==> src/hdl/imc_pkg.sv <==
// Package for the serial mode/control register block
package imc_pkg;

  // Register byte offsets
  localparam logic [4:0] OFF_MODE_ADDR = 5'h00;
  localparam logic [4:0] OFF_DATA_ADDR = 5'h04;
  localparam logic [4:0] OFF_CONTROL   = 5'h08;
  localparam logic [4:0] OFF_TIMER_CTL = 5'h0C;

  // Reset values
  localparam logic [7:0] RST_MODE      = 8'h00;
  localparam logic [7:0] RST_SADDR     = 8'h00;
  localparam logic [7:0] RST_SADDR2    = 8'h01;
  localparam logic [7:0] RST_DATA      = 8'h00;

  // Mode register fields
  localparam int MODE_ORDER  = 7;
  localparam int MODE_STALL  = 6;
  localparam int MODE_CKS_LO = 3;
  localparam int MODE_LEN_LO = 0;

  // Control register fields
  localparam int CTL_EN    = 7;
  localparam int CTL_IE    = 6;
  localparam int CTL_MST   = 5;
  localparam int CTL_TRS   = 4;
  localparam int CTL_ACK_CHECK_ENABLE  = 3;
  localparam int CTL_BUSY  = 2;
  localparam int CTL_FLAG  = 1;
  localparam int CTL_QUAL  = 0;
  localparam int TIMER_EXT = 6;
  localparam int FMT_BIT   = 0;

  localparam logic [3:0] FULL_FRAME = 4'h8;
  localparam logic [1:0] RESP_OKAY  = 2'h0;
  localparam logic [1:0] RESP_DECERR = 2'h3;

  // Clock divisors indexed by {extended_clock_range, clock_divider_select}
  localparam logic [15:0][8:0] DIV_TAB = {
    9'h100, 9'h0E0, 9'h0C8, 9'h0A0, 9'h080, 9'h060, 9'h050, 9'h038,
    9'h080, 9'h070, 9'h064, 9'h050, 9'h040, 9'h030, 9'h028, 9'h01C};

  typedef enum logic [3:0] {
    ST_IDLE, ST_STA0, ST_STA1, ST_STA2, ST_HOLD, ST_BLO, ST_BHI, ST_WAIT,
    ST_STO0, ST_STO1
  } imc_fsm_t;

  // Open-drain pin drive, enables active low
  typedef struct packed {
    logic scl_o;
    logic scl_oe_n;
    logic sda_o;
    logic sda_oe_n;
  } imc_pins_t;

endpackage

==> src/hdl/imc_regs.sv <==
// Serial mode/control registers with a compact bus engine and AXI4-Lite slave
`timescale 1ns/1ps
module imc_regs
  import imc_pkg::*;
#(
  parameter int AW = 5
) (
  // Clock and reset
  input  wire logic            i_mclk,
  input  wire logic            i_nrst,
  // AXI4-Lite write
  input  wire logic [AW-1:0]   i_awaddr,
  input  wire logic            i_awvalid,
  output logic                 o_awready,
  input  wire logic [31:0]     i_wdata,
  input  wire logic [3:0]      i_wstrb,
  input  wire logic            i_wvalid,
  output logic                 o_wready,
  output logic [1:0]           o_bresp,
  output logic                 o_bvalid,
  input  wire logic            i_bready,
  // AXI4-Lite read
  input  wire logic [AW-1:0]   i_araddr,
  input  wire logic            i_arvalid,
  output logic                 o_arready,
  output logic [31:0]          o_rdata,
  output logic [1:0]           o_rresp,
  output logic                 o_rvalid,
  input  wire logic            i_rready,
  // Serial bus pins
  input  wire logic            i_scl,
  input  wire logic            i_sda,
  output imc_pins_t            o_pins,
  output logic                 o_port_func,
  // Interrupt request
  output logic                 o_irq
);

  if (AW < 5) begin : g_chk
    $error("imc_regs: AW must be at least 5");
  end

  typedef struct packed {
    logic       aw_have;
    logic [2:0] aw_idx;
    logic       w_have;
    logic [7:0] w_data;
    logic       w_en;
    logic       bvalid;
    logic [1:0] bresp;
    logic       rvalid;
    logic [7:0] rdata;
    logic [1:0] rresp;
    logic [7:0] mode;
    logic [7:0] saddr;
    logic [7:0] saddr2;
    logic [7:0] data;
    logic       ext;
    logic       en;
    logic       ie;
    logic       master_select;
    logic       transmit_select;
    logic       ack_check_enable;
    logic       flag;
    logic       armed;
    logic       busy;
    logic [1:0] scl_s;
    logic [1:0] sda_s;
    logic       scl_q;
    logic       sda_q;
    imc_fsm_t   st;
    logic [7:0] tmr;
    logic [3:0] left;
    logic       ack_ph;
    logic       scl_low;
    logic       sda_low;
    logic [7:0] sh;
    logic       ack_rx;
  } imc_state_t;

  imc_state_t state_reg;
  imc_state_t state_next;

  // Half of the serial clock period in system clocks
  // divisor by range
  function automatic logic [7:0] half_period(input logic ext, input logic [2:0] cks);
    logic [8:0] d;
    d = DIV_TAB[{ext, cks}];
    return d[8:1];
  endfunction

  function automatic logic [3:0] frame_bits(input logic [2:0] len);
    return (len == 3'h0) ? FULL_FRAME : {1'b0, len};
  endfunction

  // Word index of a byte address, invalid when misaligned or out of range
  function automatic logic [3:0] word_idx(input logic [AW-1:0] a);
    logic ok;
    ok = (a[1:0] == 2'h0) && (a[AW-1:2] < 4);
    return {~ok, a[4:2]};
  endfunction

  always_comb begin
    imc_state_t n;
    logic       ack_fmt;
    logic       order_lsb;
    logic [7:0] half;
    logic       scl_rise;
    logic       scl_fall;
    logic       start_det;
    logic       stop_det;
    logic       req_start;
    logic       req_stop;
    logic       set_flag;
    logic       frame_go;
    logic       rd_hit;
    logic [7:0] rd_val;
    logic [3:0] ri;
    logic       done;
    n         = state_reg;
    req_start = 1'b0;
    req_stop  = 1'b0;
    set_flag  = 1'b0;
    frame_go  = 1'b0;
    done      = 1'b0;
    rd_hit    = 1'b1;
    rd_val    = 8'h00;
    ri        = 4'h0;
    // ack format unless both format bits set
    // either format bit 0 appends an acknowledge bit
    ack_fmt   = ~(state_reg.saddr[FMT_BIT] & state_reg.saddr2[FMT_BIT]);
    order_lsb = state_reg.mode[MODE_ORDER];
    half      = half_period(state_reg.ext, state_reg.mode[MODE_CKS_LO +: 3]);

    // Two-stage synchronisers, third stage for edges
    n.scl_s = {state_reg.scl_s[0], i_scl};
    n.sda_s = {state_reg.sda_s[0], i_sda};
    n.scl_q = state_reg.scl_s[1];
    n.sda_q = state_reg.sda_s[1];
    scl_rise = state_reg.scl_s[1] & ~state_reg.scl_q;
    scl_fall = ~state_reg.scl_s[1] & state_reg.scl_q;
    // start/stop seen while the clock stays high
    start_det = state_reg.scl_s[1] & state_reg.scl_q & state_reg.sda_q & ~state_reg.sda_s[1];
    stop_det  = state_reg.scl_s[1] & state_reg.scl_q & ~state_reg.sda_q & state_reg.sda_s[1];

    // Write channel: address and data taken in either order
    if (i_awvalid && !state_reg.aw_have && !state_reg.bvalid) begin
      n.aw_have = 1'b1;
      ri        = word_idx(i_awaddr);
      n.aw_idx  = ri[2:0];
      n.bresp   = ri[3] ? RESP_DECERR : RESP_OKAY;
    end
    if (i_wvalid && !state_reg.w_have && !state_reg.bvalid) begin
      n.w_have = 1'b1;
      n.w_data = i_wdata[7:0];
      n.w_en   = i_wstrb[0];
    end
    if (state_reg.bvalid && i_bready) begin
      n.bvalid = 1'b0;
    end
    if (state_reg.aw_have && state_reg.w_have && !state_reg.bvalid) begin
      n.aw_have = 1'b0;
      n.w_have  = 1'b0;
      n.bvalid  = 1'b1;
      if (state_reg.w_en && state_reg.bresp == RESP_OKAY) begin
        unique case ({state_reg.aw_idx, 2'h0})
          OFF_MODE_ADDR: begin
            // shared address; enable picks the target
            if (state_reg.en) begin
              n.mode = state_reg.w_data;
            end else begin
              n.saddr = state_reg.w_data;
            end
          end
          OFF_DATA_ADDR: begin
            if (state_reg.en) begin
              n.data   = state_reg.w_data;
              frame_go = 1'b1;
            end else begin
              n.saddr2 = state_reg.w_data;
            end
          end
          OFF_CONTROL: begin
            n.en   = state_reg.w_data[CTL_EN];
            n.ie   = state_reg.w_data[CTL_IE];
            n.master_select  = state_reg.w_data[CTL_MST];
            n.transmit_select  = state_reg.w_data[CTL_TRS];
            n.ack_check_enable = state_reg.w_data[CTL_ACK_CHECK_ENABLE];
            // software can only clear, after reading it set
            if (!state_reg.w_data[CTL_FLAG] && state_reg.armed) begin
              n.flag  = 1'b0;
              n.armed = 1'b0;
            end
            if (!state_reg.w_data[CTL_QUAL] && state_reg.en && state_reg.master_select) begin
              req_start = state_reg.w_data[CTL_BUSY];
              req_stop  = ~state_reg.w_data[CTL_BUSY];
            end
          end
          default: begin
            n.ext = state_reg.w_data[TIMER_EXT];
          end
        endcase
      end
    end

    // Read channel
    o_arready = ~state_reg.rvalid;
    if (state_reg.rvalid && i_rready) begin
      n.rvalid = 1'b0;
    end
    if (i_arvalid && !state_reg.rvalid) begin
      ri = word_idx(i_araddr);
      unique case ({ri[2:0], 2'h0})
        OFF_MODE_ADDR: rd_val = state_reg.en ? state_reg.mode : state_reg.saddr;
        OFF_DATA_ADDR: rd_val = state_reg.en ? state_reg.data : state_reg.saddr2;
        OFF_CONTROL: begin
          rd_val = {state_reg.en, state_reg.ie, state_reg.master_select, state_reg.transmit_select,
                    state_reg.ack_check_enable, state_reg.busy, state_reg.flag, 1'b1};
          // a read that sees the flag arms its clear
          if (state_reg.flag && !ri[3]) begin
            n.armed = 1'b1;
          end
        end
        default: rd_val = {1'b0, state_reg.ext, 6'h00};
      endcase
      rd_hit   = ~ri[3];
      n.rvalid = 1'b1;
      n.rdata  = rd_hit ? rd_val : 8'h00;
      n.rresp  = rd_hit ? RESP_OKAY : RESP_DECERR;
    end

    // Bus line monitor
    if (start_det) begin
      n.busy = 1'b1;
      // start condition clears the bit counter
      n.mode[MODE_LEN_LO +: 3] = 3'h0;
      n.left   = FULL_FRAME;
      n.ack_ph = 1'b0;
    end
    if (stop_det) begin
      n.busy   = 1'b0;
      set_flag = 1'b1;
    end

    // Transfer engine
    if (state_reg.tmr != 8'h00 && !(state_reg.st == ST_BHI && !state_reg.scl_s[1])) begin
      n.tmr = state_reg.tmr - 8'h01;
    end
    unique case (state_reg.st)
      ST_IDLE: begin
        // slave path has no stall state at all
        if (!state_reg.master_select && state_reg.busy) begin
          if (scl_rise && !state_reg.ack_ph) begin
            n.sh = order_lsb ? {state_reg.sda_s[1], state_reg.sh[7:1]}
                             : {state_reg.sh[6:0], state_reg.sda_s[1]};
          end
          if (scl_fall) begin
            if (state_reg.ack_ph) begin
              done = 1'b1;
            end else if (state_reg.left <= 4'h1) begin
              if (ack_fmt) begin
                n.ack_ph  = 1'b1;
                n.sda_low = ~state_reg.transmit_select;
              end else begin
                done = 1'b1;
              end
            end else begin
              n.left    = state_reg.left - 4'h1;
              n.sda_low = state_reg.transmit_select & ~(order_lsb ? state_reg.sh[0] : state_reg.sh[7]);
            end
          end
        end
        if (req_start) begin
          n.st  = ST_STA1;
          n.tmr = half;
        end
      end
      ST_STA0: begin
        n.scl_low = 1'b1;
        n.sda_low = 1'b0;
        if (state_reg.tmr == 8'h00) begin
          n.st  = ST_STA1;
          n.tmr = half;
        end
      end
      ST_STA1: begin
        n.scl_low = 1'b0;
        if (state_reg.tmr == 8'h00) begin
          n.sda_low = 1'b1;
          n.st      = ST_STA2;
          n.tmr     = half;
        end
      end
      ST_STA2: begin
        if (state_reg.tmr == 8'h00) begin
          n.scl_low = 1'b1;
          n.st      = ST_HOLD;
        end
      end
      ST_HOLD: begin
        n.scl_low = 1'b1;
        if (frame_go) begin
          // written byte is shifted from the justified end
          n.sh     = state_reg.w_data;
          n.left   = frame_bits(state_reg.mode[MODE_LEN_LO +: 3]);
          n.ack_ph = 1'b0;
          n.st     = ST_BLO;
          n.tmr    = half - 8'h01;
        end else if (req_start) begin
          n.st  = ST_STA0;
          n.tmr = half;
        end else if (req_stop) begin
          n.sda_low = 1'b1;
          n.st      = ST_STO0;
          n.tmr     = half;
        end
      end
      ST_BLO: begin
        n.scl_low = 1'b1;
        // outgoing bit taken from the chosen end
        if (state_reg.ack_ph) begin
          n.sda_low = ~state_reg.transmit_select;
        end else begin
          n.sda_low = state_reg.transmit_select & ~(order_lsb ? state_reg.sh[0] : state_reg.sh[7]);
        end
        if (state_reg.tmr == 8'h00) begin
          n.scl_low = 1'b0;
          n.st      = ST_BHI;
          // High time includes the two-cycle input delay
          n.tmr     = half - 8'h03;
        end
      end
      ST_BHI: begin
        if (state_reg.tmr == 8'h00 && state_reg.scl_s[1]) begin
          n.scl_low = 1'b1;
          n.tmr     = half - 8'h01;
          n.st      = ST_BLO;
          if (state_reg.ack_ph) begin
            n.ack_rx = state_reg.sda_s[1];
            n.sda_low = 1'b0;
            done     = 1'b1;
            n.st     = ST_HOLD;
          end else begin
            // sampled bit enters at the opposite end
            n.sh   = order_lsb ? {state_reg.sda_s[1], state_reg.sh[7:1]}
                               : {state_reg.sh[6:0], state_reg.sda_s[1]};
            n.left = state_reg.left - 4'h1;
            // frame ends after the counted data bits
            if (state_reg.left == 4'h1) begin
              if (!ack_fmt) begin
                done = 1'b1;
                n.st = ST_HOLD;
              end else if (state_reg.mode[MODE_STALL]) begin
                // flag after last data fall, clock held low
                set_flag = 1'b1;
                n.st     = ST_WAIT;
              end else begin
                n.ack_ph = 1'b1;
              end
            end
          end
        end
      end
      ST_WAIT: begin
        n.scl_low = 1'b1;
        if (!state_reg.flag) begin
          n.ack_ph = 1'b1;
          n.st     = ST_BLO;
          n.tmr    = half - 8'h01;
        end
      end
      ST_STO0: begin
        if (state_reg.tmr == 8'h00) begin
          n.scl_low = 1'b0;
          n.st      = ST_STO1;
          n.tmr     = half;
        end
      end
      ST_STO1: begin
        if (state_reg.tmr == 8'h00) begin
          n.sda_low = 1'b0;
          n.st      = ST_IDLE;
        end
      end
      default: begin
        n.st = ST_IDLE;
      end
    endcase

    if (done) begin
      // acknowledge completion always sets the flag
      set_flag = 1'b1;
      n.data   = n.sh;
      n.ack_ph = 1'b0;
      n.left   = FULL_FRAME;
      // counter field back to 000 after the frame
      n.mode[MODE_LEN_LO +: 3] = 3'h0;
      if (state_reg.st == ST_IDLE) begin
        n.sda_low = 1'b0;
      end
    end

    // hardware set wins over a same-cycle clear
    if (set_flag) begin
      n.flag  = 1'b1;
      n.armed = 1'b0;
    end

    // disabled interface drops all transfer state
    if (!state_reg.en) begin
      n.st      = ST_IDLE;
      n.scl_low = 1'b0;
      n.sda_low = 1'b0;
      n.ack_ph  = 1'b0;
      n.busy    = 1'b0;
      n.tmr     = 8'h00;
      n.left    = FULL_FRAME;
    end
    state_next = n;
  end

  always_ff @(posedge i_mclk or negedge i_nrst) begin
    if (!i_nrst) begin
      state_reg        <= '0;
      state_reg.mode   <= RST_MODE;
      state_reg.saddr  <= RST_SADDR;
      state_reg.saddr2 <= RST_SADDR2;
      state_reg.data   <= RST_DATA;
      state_reg.st     <= ST_IDLE;
      state_reg.left   <= FULL_FRAME;
      state_reg.scl_s  <= 2'h3;
      state_reg.sda_s  <= 2'h3;
      state_reg.scl_q  <= 1'b1;
      state_reg.sda_q  <= 1'b1;
    end else begin
      state_reg <= state_next;
    end
  end

  assign o_awready = ~state_reg.aw_have & ~state_reg.bvalid;
  assign o_wready  = ~state_reg.w_have & ~state_reg.bvalid;
  assign o_bvalid  = state_reg.bvalid;
  assign o_bresp   = state_reg.bresp;
  assign o_rvalid  = state_reg.rvalid;
  assign o_rresp   = state_reg.rresp;
  assign o_rdata   = {24'h000000, state_reg.rdata};

  // pins belong to the bus only while enabled
  assign o_port_func       = state_reg.en;
  assign o_pins.scl_o      = 1'b0;
  assign o_pins.sda_o      = 1'b0;
  assign o_pins.scl_oe_n   = ~(state_reg.en & state_reg.scl_low);
  assign o_pins.sda_oe_n   = ~(state_reg.en & state_reg.sda_low);

  assign o_irq = state_reg.flag & state_reg.ie;

endmodule

==> config.mk <==
export PLATFORM = sky130hd
export DESIGN_NAME = imc_regs
export DESIGN_NICKNAME = d
export VERILOG_FILES = /design/src/hdl/imc_pkg.sv /design/src/hdl/imc_regs.sv
export SDC_FILE = /design/constraint.sdc
export NUM_CORES = 1
export LEC_CHECK = 0
export BUFFER_PORTS_ARGS = -buffer_cell sky130_fd_sc_hd__clkbuf_2
export CORE_MARGIN = 2
export CORE_UTILIZATION = 45
export CTS_CLUSTER_SIZE = 20
export DETAILED_ROUTE_END_ITERATION = 16
export PLACE_DENSITY = 0.65
export SLEW_MARGIN = 20
export SYNTH_ARGS = -nofsm -noshare
export SYNTH_HDL_FRONTEND = slang
export SYNTH_SLANG_ARGS = --single-unit
export TNS_END_PERCENT = 10
==> constraint.sdc <==
create_clock -name i_mclk -period 6.1 [get_ports i_mclk]
set_input_delay 0.61 -clock i_mclk [delete_from_list [all_inputs] [get_ports i_mclk]]
set_output_delay 0.61 -clock i_mclk [all_outputs]
set_load 0.1 [all_outputs]
Word level (Yosys, flattened, before mapping) --
Memory sizes are Yosys's and may differ from the RTL's. Cells that the tools add are included. Widths: inputs -> output; s select.
Word-level totals: flip-flop bits (word level) 103, bits in read-only memories 144, memories 1
Operators by class: $add $sub $neg 4, order comparisons 4, equal/unequal tests 26, mux-type cells 128, bitwise logic cells 29, reduce and logical (&&, ||, !) cells 69
Memory list:
- (name not given) | depth 16, width 9, read ports 1, clocked after memory_dff 0, wr ports 0, line imc_regs.sv:88 | d = DIV_TAB[{ext, cks}];
Operators with widths (count):
- $mux 12 | 9
- $mux 8 | 12
- $mux 35 | 2
- $mux 1 | 64
- $pmux 8 s8 | 1
- $pmux 8 s3 | 2
- $pmux 4 s10 | 1
- $mux 5 | 7
- $mux 28 | 1
- $reduce_and 4->1 | 7
- $ne 3x3->1 const B | 8
- $reduce_bool 2->1 | 12
- $mux 11 | 2
- $logic_and 1x1->1 | 21
- $mux 4 | 5
- $mux 19 | 1
- $mux 9 | 2
- $eq 4x3->1 const B | 4
- $mux 16 | 1
- $mux 2 | 8
- $sub 8x1->8 const B | 2
- $not 1->1 | 15
- $and 1x1->1 | 14
- $pmux 4 s3 | 1
- 31 further kinds | 58

Depth between registers and ports, before layout --
depth in word-level cells 14, mapped depth 11

Worst setup path after synthesis --
Ideal clock, no wire load.
path type register to output, from reg state_reg (netlist bit o_port_func), to out o_pins[0] (netlist name), data arrival time 2.706 ns, required time 5.490 ns, setup slack 2.784 ns, cell stages (with the launch flop) 5, path buffers 3, path through dfrtp_1 -> buf_1 -> buf_1 -> clkbuf_1 -> nand2_1
RTL lines:
- from (decl) | line imc_regs.sv:81 | imc_state_t state_reg;
- from (signal assigned) | line imc_regs.sv:436 | state_reg <= state_next;
- to (decl) | line imc_regs.sv:33 | output imc_pins_t o_pins,

==> report_table.html <==
<table>
<tr><th>Metric</th><th>Value</th></tr>
<tr><th colspan="2">Yosys</th></tr>
<tr><td>Main synth FF type</td><td>sky130_fd_sc_hd__dfrtp_1</td></tr>
<tr><td>Cell type with the largest total area after synthesis</td><td>sky130_fd_sc_hd__dfrtp_1</td></tr>
<tr><td>Number of synthesized register bits</td><td>100</td></tr>
<tr><td>Count leader, synth</td><td>sky130_fd_sc_hd__dfrtp_1</td></tr>
<tr><td>Post-synth EDFFs</td><td>0</td></tr>
<tr><td>Post-synth cell types</td><td>79</td></tr>
<tr><td>Average cell area after synthesis</td><td>9.48 sq um</td></tr>
<tr><td>Total number of yosys warnings</td><td>0</td></tr>
<tr><td>Share of Yosys cell area claimed by the top area cell type</td><td>34.8%</td></tr>
<tr><td>Mapped cell area</td><td>6620 sq um</td></tr>
<tr><td>Proportion of synthesized flip-flops having asynchronous set or reset</td><td>100%</td></tr>
<tr><td>Cells after Synth</td><td>698</td></tr>
<tr><td>Top post-synthesis cells by area</td><td>sky130_fd_sc_hd__dfrtp_1, sky130_fd_sc_hd__mux2_2, sky130_fd_sc_hd__buf_4, sky130_fd_sc_hd__mux2i_1, sky130_fd_sc_hd__a21oi_1</td></tr>
<tr><td>Register area share after synthesis</td><td>38.0%</td></tr>
<tr><td>Commonest cells post-synth</td><td>sky130_fd_sc_hd__dfrtp_1, sky130_fd_sc_hd__nand2_1, sky130_fd_sc_hd__a21oi_1, sky130_fd_sc_hd__mux2_2, sky130_fd_sc_hd__nor2_1</td></tr>
<tr><th colspan="2">Place</th></tr>
<tr><td>Estimated wirelength of the detail-placed design</td><td>12300 um</td></tr>
<tr><td>Number of I/O port buffers</td><td>48</td></tr>
<tr><td>Place WS</td><td>2.92 ns</td></tr>
<tr><td>Placed Instance Area</td><td>6780 sq um</td></tr>
<tr><td>Gpl congestion</td><td>0.912</td></tr>
<tr><td>Dpl cells</td><td>884</td></tr>
<tr><th colspan="2">Timing</th></tr>
<tr><td>Unrepaired setup endpoints after global routing</td><td>false</td></tr>
<tr><td>Highest achievable clock rate</td><td>300 MHz</td></tr>
<tr><td>Final setup fails</td><td>0</td></tr>
<tr><td>Worst slew pin tran</td><td>1.04 ns</td></tr>
<tr><td>Final Hold Slack</td><td>0.148 ns</td></tr>
<tr><td>PnR worst setup slack</td><td>2.76 ns</td></tr>
<tr><td>Period utilisation layout</td><td>54.7%</td></tr>
<tr><td>Final Max Slew Viols</td><td>0</td></tr>
<tr><td>Final count of hold timing violations</td><td>0</td></tr>
<tr><td>Setup TNS</td><td>0 ns</td></tr>
<tr><td>Worst-case clock skew</td><td>0.00879 ns</td></tr>
<tr><td>Slew HR</td><td>29.4%</td></tr>
<tr><td>Min Tclk post-route</td><td>3.34 ns</td></tr>
<tr><th colspan="2">Die</th></tr>
<tr><td>Height of the die</td><td>125 um</td></tr>
<tr><td>I/O pin count</td><td>102</td></tr>
<tr><td>Full die area</td><td>15700 sq um</td></tr>
<tr><td>Width of the die</td><td>125 um</td></tr>
<tr><td>Initial core utilization</td><td>45.9%</td></tr>
<tr><td>Number of core rows</td><td>44</td></tr>
<tr><td>Floorplan Core Area</td><td>14400 sq um</td></tr>
<tr><th colspan="2">Cells and area</th></tr>
<tr><td>Inserted Diodes</td><td>0</td></tr>
<tr><td>Utilization of the core after routing</td><td>49.1%</td></tr>
<tr><td>Area growth from synthesis to layout</td><td>7.07%</td></tr>
<tr><td>Number of nets in the finished design</td><td>776</td></tr>
<tr><td>Max FFs per register</td><td>83</td></tr>
<tr><td>Fraction of layout cells with a size suffix above 1</td><td>22.1%</td></tr>
<tr><td>Summed area of non-filler cells in the final layout</td><td>7080 sq um</td></tr>
<tr><td>Number of non-filler instances in the completed layout</td><td>900</td></tr>
<tr><th colspan="2">Route</th></tr>
<tr><td>Initial DRC count</td><td>530</td></tr>
<tr><td>Detailed route wirelength on metal3</td><td>967 um</td></tr>
<tr><td>Routed length on met1</td><td>7470 um</td></tr>
<tr><td>Number of remaining DRC errors</td><td>0</td></tr>
<tr><td>Detailed-route wire length</td><td>16900 um</td></tr>
<tr><td>Final ANT Viol Nets</td><td>0</td></tr>
<tr><td>Met2 wire len</td><td>8030 um</td></tr>
<tr><td>Via density per instance</td><td>6.08</td></tr>
<tr><td>Via count</td><td>5470</td></tr>
<tr><td>TritonRoute pass-1 iters</td><td>8</td></tr>
<tr><td>Routed len/inst</td><td>18.7 um</td></tr>
<tr><td>Top sig layer</td><td>met4</td></tr>
<tr><th colspan="2">Power and ir drop</th></tr>
<tr><td>Leak</td><td>3.11 nW</td></tr>
<tr><td>Peak VDD IR</td><td>0.000401 V</td></tr>
<tr><td>Power density of the placed cells</td><td>329 nW/um^2</td></tr>
<tr><td>Pwr Total</td><td>2.33 mW</td></tr>
<tr><th colspan="2">Clock network</th></tr>
<tr><td>CTS Root Cell</td><td>sky130_fd_sc_hd__clkbuf_16</td></tr>
<tr><td>Count of H-tree levels built during CTS</td><td>3</td></tr>
<tr><td>CTS tree</td><td>yes</td></tr>
<tr><td>Hold buffer count at CTS</td><td>0</td></tr>
<tr><td>Clock sinks</td><td>100</td></tr>
<tr><td>Post-CTS setup buffer count</td><td>0</td></tr>
<tr><td>Insertion delay to the later sink of the worst-skew pair</td><td>0.35 ns</td></tr>
<tr><td>Post-CTS clock slew at the launch and capture registers of the worst setup and hold paths</td><td>0.07 ns</td></tr>
<tr><td>Total of cells resized after clock tree synthesis</td><td>0</td></tr>
<tr><td>CTS Buf Count</td><td>9</td></tr>
<tr><td>Number of buffers on the longest clock path</td><td>2</td></tr>
<tr><th colspan="2">GRT</th></tr>
<tr><td>Total global routing track utilization</td><td>21.6%</td></tr>
<tr><td>Wire length of the first global-routing pass</td><td>27500 um</td></tr>
<tr><td>Vias in the first global route</td><td>5299</td></tr>
<tr><td>Maximum number of pins on one net before global-route repair</td><td>81</td></tr>
<tr><td>Antenna violations before repair</td><td>0</td></tr>
<tr><td>Overflow left after global routing</td><td>0</td></tr>
<tr><th colspan="2">Critical path</th></tr>
<tr><td>Critical path type</td><td>flop to flop</td></tr>
<tr><td>Worst Path Arrival</td><td>3.58 ns</td></tr>
<tr><td>Critical Path RT</td><td>6.34 ns</td></tr>
<tr><td>Largest driver fanout on the critical path</td><td>30</td></tr>
<tr><td>Kind of capture point of the worst setup path</td><td>flop</td></tr>
<tr><td>Crit path launch type</td><td>flop</td></tr>
<tr><th colspan="2">Flow run</th></tr>
<tr><td>Max-cap violation count</td><td>0</td></tr>
<tr><th colspan="2">Hold path</th></tr>
<tr><td>Min-delay worst type</td><td>input port to async pin</td></tr>
<tr><th colspan="2">Run status</th></tr>
<tr><td>Status</td><td>completed</td></tr>
</table>
## cells by family (layout without fill, tap and decap cells)
logic type      count (synthesis)  in the layout  synth area share, %
xor+xnor                       13             13                 1.72
buf+inv                        96             89                 7.72
compound gates                180            180                 19.0
other cells                     1             26               0.0567
simple gates                  216            216                 17.5
mux                            82             82                 14.1
flops                         100            100                 38.0
fa+ha+maj                      10             10                 1.89
## worst paths after layout
check                          startpoint              to  slack (ns)  depth (start not counted)
hold reg to reg            state_next[33]  state_next[29]        0.36                          0
max in group asynchronous          i_nrst   state_reg[14]        4.66                          2
min in group i_mclk                 i_sda  state_next[31]        0.34                          1
hold / removal                     i_nrst   state_reg[71]        0.15                          1
setup reg to reg            state_reg[27]   state_reg[19]        2.76                          6
setup / recovery            state_reg[27]   state_reg[19]        2.76                          6
## metal layers
metal | track usage (%) | vias up
met5 | 0 | -
met4 | 6.99 | 0
met3 | 3.72 | 34
met2 | 35.2 | 204
li1 | - | 2538
met1 | 29.5 | 2694
## power breakdown
| part | leakage [nW] | total (mW) | internal (mW) | switching [mW] |
|---|---|---|---|---|
| combinational | 1.65 | 0.783 | 0.245 | 0.539 |
| sequential | 1.32 | 0.973 | 0.796 | 0.176 |
| clock | 0.149 | 0.574 | 0.300 | 0.275 |
| total | 3.11 | 2.33 | 1.34 | 0.989 |
## worst max-delay path, cell delays in order (launching register included)
cell                        delay, ns
sky130_fd_sc_hd__dfrtp_1         0.94
sky130_fd_sc_hd__nand4bb_1       0.70
sky130_fd_sc_hd__a31o_2          0.27
sky130_fd_sc_hd__o21ai_0         0.17
sky130_fd_sc_hd__a2111oi_0       0.72
sky130_fd_sc_hd__o32ai_1         0.20
sky130_fd_sc_hd__o21a_1          0.21
## cells in the final DEF (no fill, tap or decap), drive strengths merged, types with 5 or more instances in the layout
cell / instances
mux2i: 26
dfrtp: 92
nor2b: 9
a211oi: 10
clkbuf: 57
or3: 6
o211ai: 11
nand2: 54
ha: 10
buf: 6
nor2: 48
a22o: 6
a31oi: 6
o31a: 5
o21ai: 24
mux2: 55
nand2b: 11
nand3b: 7
dfstp: 8
a21oi: 51
o31ai: 5
nand3: 15
conb: 26
xnor2: 9
o22ai: 18
nor3: 24
inv: 23
nor4: 7
## area by class of cell
class	count	area, sq um
multi-input cells	527	3690
clock inverters	6	60.1
repair buffers	53	280
inverters	20	75.1
clock buffers	10	239
flip-flops and latches	100	2510
well taps	184	230
fillers	1371	7340
No activity file was read; power rests on OpenSTA's default activity.
